## config.mk

```make
export PLATFORM = sky130hd
export DESIGN_NAME = uart_irq_status_line_format
export DESIGN_NICKNAME = d
export VERILOG_FILES = /design/src/uart_irq_status_line_format.v
export VERILOG_INCLUDE_DIRS = /design/src
export SDC_FILE = /design/constraint.sdc
export NUM_CORES = 1
export LEC_CHECK = 0
export BUFFER_PORTS_ARGS = -buffer_cell sky130_fd_sc_hd__clkbuf_2
export CELL_PAD_IN_SITES_DETAIL_PLACEMENT = 1
export CELL_PAD_IN_SITES_GLOBAL_PLACEMENT = 1
export CORE_UTILIZATION = 41
export DETAILED_ROUTE_END_ITERATION = 6
export HOLD_SLACK_MARGIN = 0.1
export MAX_ROUTING_LAYER = met4
export PLACE_DENSITY = 0.9
export SLEW_MARGIN = 40
export SYNTH_ARGS = -nofsm -noshare
export SYNTH_HDL_FRONTEND = slang
export SYNTH_SLANG_ARGS = --single-unit
```

## constraint.sdc

```tcl
create_clock -name clk_i -period 2.51 [get_ports clk_i]
set_input_delay 0 -clock clk_i [delete_from_list [all_inputs] [get_ports clk_i]]
set_output_delay 0 -clock clk_i [all_outputs]
set_load 0.005 [all_outputs]
```

## src/uart_isr_lcr_consts.vh

```
// constants for the interrupt identification and line format block
`ifndef UART_ID_FORMAT_CONSTS_VH
`define UART_ID_FORMAT_CONSTS_VH
// register addresses (byte offsets, 3-bit port)
`define ADDR_INT_ID 3'h2
`define ADDR_LINE_FMT 3'h3
`define ADDR_EN_FEAT 3'h4
`define ADDR_SRC_EN 3'h5
`define ADDR_FIFO_EN 3'h6
// source index (0 = highest priority)
`define SRC_LINE_ERR 0
`define SRC_RX_DATA 1
`define SRC_RX_TIMEOUT 2
`define SRC_TX_EMPTY 3
`define SRC_MODEM 4
`define SRC_XOFF 5
`define SRC_FLOW 6
`define NUM_SRC 7
// identification codes, bits 5..0
`define CODE_LINE_ERR 6'h06
`define CODE_RX_DATA 6'h04
`define CODE_RX_TIMEOUT 6'h0c
`define CODE_TX_EMPTY 6'h02
`define CODE_MODEM 6'h00
`define CODE_XOFF 6'h10
`define CODE_FLOW 6'h20
`define CODE_NONE 6'h01
`define CODE_CLEAR 6'h00
// line format control fields
`define LFC_DIV_EN 7
`define LFC_BREAK 6
`define LFC_FORCE 5
`define LFC_EVEN 4
`define LFC_PAR_EN 3
`define LFC_STOP 2
`define LFC_WLEN_HI 1
`define LFC_WLEN_LO 0
`define LFC_RESET 8'h00
// enhanced feature field that enables ids 5..4
`define ENH_FEAT_BIT 4
`define ENH_FEAT_RESET 8'h00
`define SRC_EN_RESET 8'h00
`define FIFO_EN_BIT 0
`define FIFO_RESET 1'b0
`define RDATA_IDLE 8'h00
// stop length in half bit times
`define STOP_HALF_1 2'h2
`define STOP_HALF_15 2'h3
`define STOP_HALF_2 2'h0
`define WLEN_5 2'h0
`define WLEN_6 2'h1
`define WLEN_7 2'h2
`define DBITS_5 4'h5
`define DBITS_6 4'h6
`define DBITS_7 4'h7
`define DBITS_8 4'h8
`endif

```

## src/uart_irq_status_line_format.v

```verilog
// interrupt identification and line format control of one serial channel
// How it works
// [RULE_01] six priority levels; an id read returns the highest pending code
// [RULE_02] reported source stays latched until serviced, others not acknowledged
// [RULE_03] id read clears only the reported source; next read shows lower one
// [RULE_04] line status error code: bits 2 and 1 set
// [RULE_05] rx data code bit 2; rx timeout bits 3 and 2, same level; code ranks rx data above rx timeout
// [RULE_06] tx empty sets bit 1 only; modem change reads all code bits zero
// [RULE_07] xoff or special character reported at level five with bit 4
// [RULE_08] cts/rts change reported at level six with bit 5
// [RULE_09] id bits 5 and 4 only active with enhanced bit 4 set
// [RULE_10] xoff indication held until a matching xon is received
// [RULE_11] id bits 7 and 6 read one when fifos enabled, else zero
// [RULE_12] id bit 0 low when pending, high otherwise and after reset
// [RULE_13] format bit 7 opens divisor latches and enhanced register
// [RULE_14] format bit 6 forces transmit line low until cleared
// [RULE_15] forced parity: bit 4 zero gives one, bit 4 one gives zero
// [RULE_16] unforced parity: bit 4 zero odd, one even, over data bits
// [RULE_17] format bit 3 enables parity generation and checking
// [RULE_18] format bit 2 sets stop length with word length, resets zero
// [RULE_19] format bits 1..0 set data bits for tx and rx, reset zero
// [RULE_20] stop 1 bit; bit 2 set gives 1.5 for five bits, else 2
// [RULE_21] word length 00 five, 01 six, 10 seven, 11 eight
// [RULE_22] after a clearing read the remaining sources are re-ranked
// [RULE_23] interrupt output follows id bit 0 inverted
//
// The register addresses and the strobed register port are this design's own decisions.
`include "uart_isr_lcr_consts.vh"
module uart_irq_status_line_format (
  input wire clk_i,
  input wire rst_i,
  input wire [2:0] addr_i,
  input wire [7:0] wdata_i,
  input wire wr_i,
  input wire rd_i,
  output reg [7:0] rdata_o,
  input wire [6:0] src_event_i,
  input wire xon_rx_i,
  input wire tx_serial_i,
  input wire [7:0] par_data_i,
  input wire [7:0] rx_data_i,
  input wire rx_par_bit_i,
  output wire tx_line_o,
  output wire par_bit_o,
  output wire par_err_o,
  output wire par_en_o,
  output wire [3:0] data_bits_o,
  output wire [1:0] stop_half_o,
  output wire div_access_o,
  output wire irq_o
);

  // ==========================================================
  // registers
  reg [7:0] line_format_control;
  reg [7:0] enhanced_feature_reg;
  reg [7:0] src_enable;
  reg fifo_enabled;
  reg [6:0] pending;
  reg xoff_hold;
  reg [2:0] cur_src;
  reg cur_valid;

  // next values, one per register
  reg [7:0] next_line_format_control;
  reg [7:0] next_enhanced_feature_reg;
  reg [7:0] next_src_enable;
  reg next_fifo_enabled;
  wire [6:0] next_pending;
  reg next_xoff_hold;
  reg [2:0] next_cur_src;
  reg next_cur_valid;
  reg [7:0] next_rdata;

  // ==========================================================
  // access decode
  wire enh;
  wire feat_open;
  wire id_read;
  wire fmt_write;
  wire feat_write;
  wire src_en_write;
  wire fifo_write;

  assign enh = enhanced_feature_reg[`ENH_FEAT_BIT]; // [RULE_09]
  assign feat_open = line_format_control[`LFC_DIV_EN]; // [RULE_13]
  assign id_read = rd_i && (addr_i == `ADDR_INT_ID);
  assign fmt_write = wr_i && (addr_i == `ADDR_LINE_FMT);
  // the enhanced register stays shut unless format bit 7 is set
  assign feat_write = wr_i && (addr_i == `ADDR_EN_FEAT) && feat_open; // [RULE_13]
  assign src_en_write = wr_i && (addr_i == `ADDR_SRC_EN);
  assign fifo_write = wr_i && (addr_i == `ADDR_FIFO_EN);

  // ==========================================================
  // per-source eligibility and pending flags
  wire [6:0] enh_gate;
  wire [6:0] eligible;
  wire [6:0] clr_mask;
  wire [6:0] ranked;
  genvar s;
  generate
    for (s = 0; s < `NUM_SRC; s = s + 1) begin : g_src
      localparam [2:0] IDX = s;
      // enhanced sources are masked out entirely when enhancement is off
      if (s >= `SRC_XOFF) begin : g_enh
        assign enh_gate[s] = enh; // [RULE_09]
      end else begin : g_std
        assign enh_gate[s] = 1'b1;
      end
      assign eligible[s] = pending[s] & src_enable[s] & enh_gate[s];
      // only the reported source is cleared by an id read
      assign clr_mask[s] = id_read & cur_valid & (cur_src == IDX); // [RULE_03]
      // a new event wins over the clear in the same cycle
      assign next_pending[s] = (pending[s] & ~clr_mask[s]) | src_event_i[s];
      // the cleared source takes no part in the ranking, so reads may run back to back
      assign ranked[s] = eligible[s] & ~clr_mask[s]; // [RULE_22]
    end
  endgenerate

  // ==========================================================
  // priority ranking, source 0 highest
  reg [2:0] top_src;
  reg top_valid;
  integer i;
  always @* begin
    top_src = 3'h0;
    top_valid = 1'b0;
    for (i = `NUM_SRC - 1; i >= 0; i = i - 1) begin
      if (ranked[i]) begin
        top_src = i[2:0]; // [RULE_01]
        top_valid = 1'b1;
      end
    end
  end

  // ==========================================================
  // reported source
  wire cur_gone;
  // a masked or disabled source gives way without a read
  assign cur_gone = !eligible[cur_src];

  always @* begin
    next_cur_src = cur_src; // [RULE_02]
    next_cur_valid = cur_valid;
    if (id_read || !cur_valid) begin
      next_cur_src = top_src; // [RULE_22]
      next_cur_valid = top_valid;
    end else if (cur_gone) begin
      next_cur_src = top_src;
      next_cur_valid = top_valid;
    end
  end

  // hold survives id reads; only an xon lets it go
  always @* begin
    next_xoff_hold = xoff_hold;
    if (src_event_i[`SRC_XOFF]) begin
      next_xoff_hold = 1'b1;
    end else if (xon_rx_i) begin
      next_xoff_hold = 1'b0; // [RULE_10]
    end
  end

  // ==========================================================
  // identification value
  reg [5:0] cur_code;
  always @* begin
    case (cur_src)
      3'h0: cur_code = `CODE_LINE_ERR; // [RULE_04]
      3'h1: cur_code = `CODE_RX_DATA; // [RULE_05]
      3'h2: cur_code = `CODE_RX_TIMEOUT; // [RULE_05]
      3'h3: cur_code = `CODE_TX_EMPTY; // [RULE_06]
      3'h4: cur_code = `CODE_MODEM; // [RULE_06]
      3'h5: cur_code = `CODE_XOFF; // [RULE_07]
      3'h6: cur_code = `CODE_FLOW; // [RULE_08]
      default: cur_code = `CODE_MODEM;
    endcase
  end

  wire [5:0] xoff_bits;
  wire [5:0] base_code;
  wire [5:0] id_bits;
  wire [7:0] id_value;

  // xoff bit shows while held, only in enhanced mode
  assign xoff_bits = (xoff_hold && enh) ? `CODE_XOFF : `CODE_CLEAR; // [RULE_10]
  assign base_code = cur_valid ? cur_code : `CODE_NONE; // [RULE_12]
  assign id_bits = base_code | xoff_bits;
  assign id_value = {fifo_enabled, fifo_enabled, id_bits}; // [RULE_11]

  // ==========================================================
  // register writes
  always @* begin
    next_line_format_control = line_format_control;
    if (fmt_write) begin
      next_line_format_control = wdata_i;
    end
  end

  always @* begin
    next_enhanced_feature_reg = enhanced_feature_reg;
    if (feat_write) begin
      next_enhanced_feature_reg = wdata_i; // [RULE_13]
    end
  end

  always @* begin
    next_src_enable = src_enable;
    if (src_en_write) begin
      next_src_enable = wdata_i;
    end
  end

  always @* begin
    next_fifo_enabled = fifo_enabled;
    if (fifo_write) begin
      next_fifo_enabled = wdata_i[`FIFO_EN_BIT];
    end
  end

  // ==========================================================
  // register reads
  wire [7:0] feat_view;
  wire [7:0] fifo_view;

  assign feat_view = feat_open ? enhanced_feature_reg : `RDATA_IDLE; // [RULE_13]
  assign fifo_view = {7'h00, fifo_enabled};

  // read data stands for one cycle only, idle otherwise
  always @* begin
    next_rdata = `RDATA_IDLE;
    if (rd_i) begin
      case (addr_i)
        `ADDR_INT_ID: next_rdata = id_value; // [RULE_01]
        `ADDR_LINE_FMT: next_rdata = line_format_control;
        `ADDR_EN_FEAT: next_rdata = feat_view;
        `ADDR_SRC_EN: next_rdata = src_enable;
        `ADDR_FIFO_EN: next_rdata = fifo_view;
        default: next_rdata = `RDATA_IDLE;
      endcase
    end
  end

  // ==========================================================
  // state flip-flops
  always @(posedge clk_i or posedge rst_i) begin
    if (rst_i) begin
      line_format_control <= `LFC_RESET; // [RULE_18] [RULE_19]
    end else begin
      line_format_control <= next_line_format_control;
    end
  end

  always @(posedge clk_i or posedge rst_i) begin
    if (rst_i) begin
      enhanced_feature_reg <= `ENH_FEAT_RESET;
    end else begin
      enhanced_feature_reg <= next_enhanced_feature_reg;
    end
  end

  // no source is ranked until software enables it; the held xoff bit shows once the enhanced bit is set
  always @(posedge clk_i or posedge rst_i) begin
    if (rst_i) begin
      src_enable <= `SRC_EN_RESET;
    end else begin
      src_enable <= next_src_enable;
    end
  end

  always @(posedge clk_i or posedge rst_i) begin
    if (rst_i) begin
      fifo_enabled <= `FIFO_RESET;
    end else begin
      fifo_enabled <= next_fifo_enabled;
    end
  end

  always @(posedge clk_i or posedge rst_i) begin
    if (rst_i) begin
      pending <= 7'h00;
    end else begin
      pending <= next_pending;
    end
  end

  always @(posedge clk_i or posedge rst_i) begin
    if (rst_i) begin
      xoff_hold <= 1'b0;
    end else begin
      xoff_hold <= next_xoff_hold;
    end
  end

  always @(posedge clk_i or posedge rst_i) begin
    if (rst_i) begin
      cur_src <= 3'h0;
      cur_valid <= 1'b0;
    end else begin
      cur_src <= next_cur_src;
      cur_valid <= next_cur_valid;
    end
  end

  always @(posedge clk_i or posedge rst_i) begin
    if (rst_i) begin
      rdata_o <= `RDATA_IDLE;
    end else begin
      rdata_o <= next_rdata;
    end
  end

  // ==========================================================
  // line format decode
  wire [1:0] wlen;
  reg [3:0] data_bits;
  reg [1:0] stop_half;

  assign wlen = line_format_control[`LFC_WLEN_HI:`LFC_WLEN_LO];

  always @* begin
    case (wlen)
      `WLEN_5: data_bits = `DBITS_5; // [RULE_21]
      `WLEN_6: data_bits = `DBITS_6;
      `WLEN_7: data_bits = `DBITS_7;
      default: data_bits = `DBITS_8;
    endcase
  end

  always @* begin
    if (!line_format_control[`LFC_STOP]) begin
      stop_half = `STOP_HALF_1; // [RULE_20]
    end else if (wlen == `WLEN_5) begin
      stop_half = `STOP_HALF_15;
    end else begin
      stop_half = `STOP_HALF_2;
    end
  end

  wire break_on;
  assign break_on = line_format_control[`LFC_BREAK];
  assign data_bits_o = data_bits; // [RULE_19]
  assign stop_half_o = stop_half; // [RULE_18]
  assign par_en_o = line_format_control[`LFC_PAR_EN]; // [RULE_17]
  assign div_access_o = feat_open; // [RULE_13]
  // break wins over whatever the shifter is sending
  assign tx_line_o = tx_serial_i & ~break_on; // [RULE_14]

  // ==========================================================
  // parity
  wire [7:0] word_mask;
  genvar b;
  generate
    for (b = 0; b < 8; b = b + 1) begin : g_bit
      localparam [3:0] POS = b;
      // bits beyond the word length take no part in the count
      assign word_mask[b] = (data_bits > POS); // [RULE_16]
    end
  endgenerate

  wire [7:0] tx_word;
  wire [7:0] rx_word;
  wire even;
  wire forced;
  wire tx_ones;
  wire rx_ones;
  wire tx_par;
  wire rx_exp;

  assign tx_word = par_data_i & word_mask;
  assign rx_word = rx_data_i & word_mask;
  assign even = line_format_control[`LFC_EVEN];
  assign forced = line_format_control[`LFC_FORCE];
  assign tx_ones = ^tx_word;
  assign rx_ones = ^rx_word;
  // odd parity: the bit makes the total count of ones odd
  assign tx_par = forced ? ~even : (even ? tx_ones : ~tx_ones); // [RULE_15] [RULE_16]
  assign rx_exp = forced ? ~even : (even ? rx_ones : ~rx_ones); // [RULE_15] [RULE_16]
  // both outputs rest low while parity is off
  assign par_bit_o = par_en_o & tx_par; // [RULE_17]
  assign par_err_o = par_en_o & (rx_exp ^ rx_par_bit_i); // [RULE_17]

  assign irq_o = ~id_value[0]; // [RULE_23]

endmodule

```

* Word level (Yosys, flattened, before mapping)
Cells that the tools add are included.
Storage, ports and cells: register bits after elaboration 45, bits of input ports 41, output and inout port bits 20, logic and storage cells 138
Operators by class: magnitude comparators 9, eq/ne operators 14, muxes and demuxes 35, bitwise gates (word level) 57, reduce and logical (&&, ||, !) cells 14
Operators by type and width (count):
- $pmux 8 s5 | 1
- $pmux 6 s6 | 1
- $and 1x1->1 | 34
- $mux 3 | 9
- $eq 3x3->1 const B | 6
- $and 8x8->8 | 2
- $gt 4x3->1 const B | 4
- $mux 1 | 16
- $mux 8 | 2
- $reduce_xor 8->1 | 2
- $eq 3x2->1 const B | 4
- $not 1->1 | 12
- $pmux 4 s3 | 1
- $gt 4x1->1 const B | 2
- $gt 4x2->1 const B | 2
- $logic_and 1x1->1 | 7
- $or 1x1->1 | 7
- $mux 6 | 1
- $or 6x5->6 | 1
- $mux 5 | 1
- $lt 3x4->1 const B | 1
- $mux 2 | 2
- $bmux 1 s3 | 1
- $eq 3x1->1 const B | 1
- other kinds (9) | 9

* Longest topological paths before layout
depth in word-level cells 15, gate-level depth with buffers 8, depth with buffers taken out 8

* Least setup slack after synthesis
No wires, ideal clock.
path type register to output, from reg line_format_control[0], to out par_err_o, arrival time 1.862 ns, required time 2.510 ns, path slack 0.648 ns, stages on the path, launching flop included 9, path buffers 1, path through dfrtp_1 -> ha_1 -> buf_2 -> a21bo_2 -> o21ai_0 -> a22oi_1 -> xnor2_1 -> or3_1 -> a21boi_0
On the way: word-level cells in the longest chain between the ends 10, elaborated cells between the ends (all ways) 19, those cells by class 8 x order compare; 2 x eq/ne; 3 x mux; 4 x bitwise; 2 x reduce/logical
Ends and longest elaborated chain:
- start, declared | line uart_irq_status_line_format.v:55 | reg [7:0] line_format_control;
- start signal, assigned | line uart_irq_status_line_format.v:248 | line_format_control <= `LFC_RESET;
- start signal, assigned | line uart_irq_status_line_format.v:250 | line_format_control <= next_line_format_control;
- $eq 2x2->1 (tied with other cells) | line uart_irq_status_line_format.v:322 | case (wlen)
- $pmux 4 s3 * | line uart_irq_status_line_format.v:322
- named net data_bits_o[3] | line uart_irq_status_line_format.v:47 | output wire [3:0] data_bits_o,
- $gt 4x1->1 (tied with other cells) | line uart_irq_status_line_format.v:357 | assign word_mask[b] = (data_bits > POS);
- $and 8x8->8 * | line uart_irq_status_line_format.v:371 | assign rx_word = rx_data_i & word_mask;
- $reduce_xor 8->1 * | line uart_irq_status_line_format.v:375 | assign rx_ones = ^rx_word;
- $not 1->1 | line uart_irq_status_line_format.v:378 | assign rx_exp = forced ? ~even : (even ? rx_ones : ~rx_ones);
- $mux 1 * (2 in series) | line uart_irq_status_line_format.v:378
- $xor 1x1->1 * | line uart_irq_status_line_format.v:381 | assign par_err_o = par_en_o & (rx_exp ^ rx_par_bit_i);
- $and 1x1->1 * | line uart_irq_status_line_format.v:381
- end, declared | line uart_irq_status_line_format.v:45 | output wire par_err_o,
The timed path passes the listed nets; every way through them passes the cells marked *.

* Final worst setup path
from reg line_format_control[0], to out par_err_o
On the way: word-level cells in the longest chain between the ends 10, elaborated cells between the ends (all ways) 19, those cells by class 8 x order compare; 2 x eq/ne; 3 x mux; 4 x bitwise; 2 x reduce/logical
Ends and longest elaborated chain (line):
- $eq 2x2->1 (tied with other cells) | uart_irq_status_line_format.v:322
- $pmux 4 s3 * | uart_irq_status_line_format.v:322
- $gt 4x1->1 (tied with other cells) | uart_irq_status_line_format.v:357
- $and 8x8->8 * | uart_irq_status_line_format.v:371
- $reduce_xor 8->1 * | uart_irq_status_line_format.v:375
- $not 1->1 | uart_irq_status_line_format.v:378
- $mux 1 * (2 in series) | uart_irq_status_line_format.v:378
- $xor 1x1->1 * | uart_irq_status_line_format.v:381
- $and 1x1->1 * | uart_irq_status_line_format.v:381
Mark *: on every way between the ends. The rest lies on a longest branch, timed or not.

==> results.yml <==
final_layout:
  drive_gt1_share_pct: 33.7
  fin_cells: 404
  num-nets-final: 374
  fillers: 678
  diodes: 0
  syn2layout_area_growth_pct: 30.0
grt:
  grt_pass1_wl_um: 12200
  grt_pass1_vias: 2405
  grt_util_all_layers_pct: 26.3
  grt_max_degree: 27
  antenna_found_initial: 0
  grt_overflow_total: 0
clocking:
  cts.sinks: 45
  cts-root-buf: "clkbuf_8"
  clkTransAtPathRegs_ns: 0.10
  cts_max_level: 2
  cts_buffers: 5
  tritoncts: "yes"
  cts.path.max_buffers: 2
  clk_latency_ns: 0.31
route:
  drc: 0
  wirelength_um: 7620
  wl_per_cell_um: 18.9
  vias_per_cell: 5.63
  drt_first_pass_iters: 4
  vias: 2274
  postRouteAntennaNets: 0
  drt_iter0_drc: 121
setup_path:
  r2r_cells: 5
  reg2reg_to: "pending[3]$_DFF_PP0_"
  critPathMaxFanout: 5
  crit_path_start_kind: "flip-flop"
  required_ns: 2.51
  r2r-start: "cur_src[2]$_DFFE_PP0P_"
  path_class: "flip-flop to output port"
  cpMaxStageDelayCell: "dfrtp_2"
  crit_path_max_incr_delay_ns: 0.47
  end_kind: "output port"
  cp.arrival_ns: 2.41
  crit_top_cell: "xnor2_1"
  reg2reg_slack_ns: 0.31
  worstPathCellList: "inv_4, ha_4, a21boi_0, xnor2_1, xnor2_1, xnor2_1, or3_1, a21boi_1, clkbuf_2"
place:
  portBuffers: 60
  place_inst: 377
  place.gp.congestion: 0.858
  dp_hpwl_um: 5230
  pre_cts_ws_ns: 0.402
timing:
  fin_crit_sh_pct: 96.1
  setup_viol: 0
  relSlewSlack_pct: 55.0
  slew_viol_final: 0
  setup_slack_ns: 0.0991
  worst_slew_pin_slew_ns: 0.672
  fmax_mhz: 415
  finClkSkew_ns: 0.0119
  hold_violations: 0
  fin_crit_ns: 2.41
flow_run:
  cap_violations: 0
power_and_ir_drop:
  clkPwrFrac_pct: 23.4
  p_switching_mw: 0.865
  internal_power_mw: 1.56
  pwr-share-comb_pct: 34.1
  p_leak_nw: 1.43
  swShare_pct: 35.7
  vdd_drop_max_v: 0.000330
  power.density_nw_per_um2: 744
  power_frac_seq_pct: 42.5
min_path:
  hold_start: "addr_i[2]"
  holdCritPathClass: "input port to flip-flop"
  hold_end: "fifo_enabled$_DFFE_PP0P_"
  min_path_cells: 3
logic_synthesis:
  yosys_register_bits: 45
  synth_edf_count: 0
  synth_area_sq_um: 2510
  syn_area_per_cell_sq_um: 10.3
  synthCells: 243
  yosysWarnings: 0
  synth.yosys.seq_area_share_pct: 44.9
  synth_fp_nets: 289
  synth-main-ff-cell: "dfrtp_1"
  async_flop_share_pct: 100
  synth.distinct_cells: 44
floorplan:
  die_y_um: 80.2
  core_area_sq_um: 5920
  pin_count: 61
  die-width_um: 80.2
  start_util_pct: 42.3
  std_cell_rows: 28
  die-area_sq_um: 6430
run_status:
  status: "finished clean"
==> critical path: cells and delay by family (launching register included) <==
family	cells	cell delay, ns
flip-flops	1	0.47
XOR/XNOR	3	0.47
AO/OA/AOI/OAI	2	0.43
AND/OR/NAND/NOR	1	0.37
buffers and inverters	2	0.20
adder cells (fa/ha/maj)	1	0.17
==> final cells by class <==
cell class                 count  area, sq um  share of cell area [%]
sequential                    45         1130                    34.7
clock buffer                   5         68.8                    2.11
inverter                       5         25.0                   0.768
tap                           75         93.8                    2.88
clock inverter                 3         46.3                    1.42
timing repair buffer          83          520                    16.0
multi-input combinational    188         1370                    42.2
==> repair_timing <==
item                       in CTS  in global routing
gates resized for setup         2                 11
cloned                          0                  0
hold endpoints to repair       78                  0
setup endpoints to repair       1                  2
pin swaps                       0                  2
buffers inserted                0                  0
hold buffers                   19                  0
==> power by group through the flow <==
stage | sequential (mW) | clock [mW] | combinational [mW]
after floorplan | 0.950 | 0 | 0.556
after global placement | 1.01 | 0 | 0.696
after detailed placement | 1.03 | 0 | 0.739
after CTS | 1.02 | 0.573 | 0.807
after global routing | 1.05 | 0.600 | 0.905
final | 1.03 | 0.566 | 0.828
==> through the flow <==
step / hold WS [ns] / power (mW) / area, sq um / utilization [%] / setup TNS [ns]
floorplan: 0.0923 / 1.51 / 2510 / - / 0
global placement: 0.0943 / 1.71 / 2900 / 49.0 / 0
detailed placement: 0.00237 / 1.76 / 2900 / 49.0 / 0
CTS: 0.147 / 2.40 / 3220 / 54.5 / 0
global route: 0.188 / 2.56 / 3260 / 55.0 / -0.0955
finish: 0.155 / 2.42 / 3260 / 55.0 / 0
==> cells in the mapped netlist, types with 2 or more instances <==
library cell	count	area share, %
a21bo_2	2	0.80
a21boi_0	3	0.90
a21o_1	10	3.0
a21oi_1	7	1.4
a22oi_1	12	3.6
a31oi_1	9	2.2
and2_1	3	0.75
and3_1	2	0.50
buf_2	4	0.80
dfrtp_1	45	45
ha_1	5	2.5
inv_1	5	0.75
mux2_2	25	11
mux2i_1	2	0.80
nand2_1	32	4.8
nand2b_1	5	1.2
nand3_1	6	1.2
nand4_1	2	0.50
nor2_1	12	1.8
nor2b_1	8	2.0
o21ai_0	8	1.6
or3_1	3	0.75
xnor2_1	9	3.1
xor2_1	4	1.4
==> logic make-up after synthesis <==
family	share of synthesized area, %
XOR/XNOR	4.54
AND/OR/NAND/NOR	16.6
flip-flops	44.9
adder cells (fa/ha/maj)	2.50
buffers and inverters	1.85
AO/OA/AOI/OAI	16.5
multiplexers	13.1
==> cells in the final DEF, fill, tap and decap left out, types with 2 or more instances in the layout <==
master / count
dlygate4sd3_1: 19
nand2b_1: 5
o21ai_0: 8
ha_4: 3
nor2b_1: 8
nand2_1: 32
dfrtp_2: 2
a21oi_1: 7
mux2i_1: 2
xnor2_1: 9
mux2_2: 25
a21o_1: 10
clkbuf_8: 5
buf_4: 4
and3_1: 2
a22oi_1: 12
inv_4: 2
inv_1: 2
a21bo_2: 2
dfrtp_1: 43
clkbuf_2: 60
or3_1: 3
nor2_1: 12
and2_1: 3
a31oi_1: 9
xor2_1: 4
nand3_1: 6
a21boi_0: 2
nand4_1: 2
==> worst max path at each step <==
stage	from	to	slack, ns	cells past startpoint
floorplan	line_format_control[0]$_DFFE_PP0P_	par_err_o	0.65	8
global placement	line_format_control[1]$_DFFE_PP0P_	par_err_o	0.53	9
detailed placement	line_format_control[0]$_DFFE_PP0P_	par_err_o	0.40	9
CTS	line_format_control[1]$_DFFE_PP0P_	par_err_o	0.02	9
global route	line_format_control[0]$_DFFE_PP0P_	par_err_o	-0.1	9
finish	line_format_control[0]$_DFFE_PP0P_	par_err_o	0.1	9
==> metal layers <==
layer,global-route usage [%],up-vias,routed length (um)
li1,-,1046,-
met1,31.9,1120,3250
met2,43.4,89,3820
met3,4.32,19,316
met4,11.3,0,227
met5,-,-,0
Note: power is estimated with default switching activity, not from simulation.
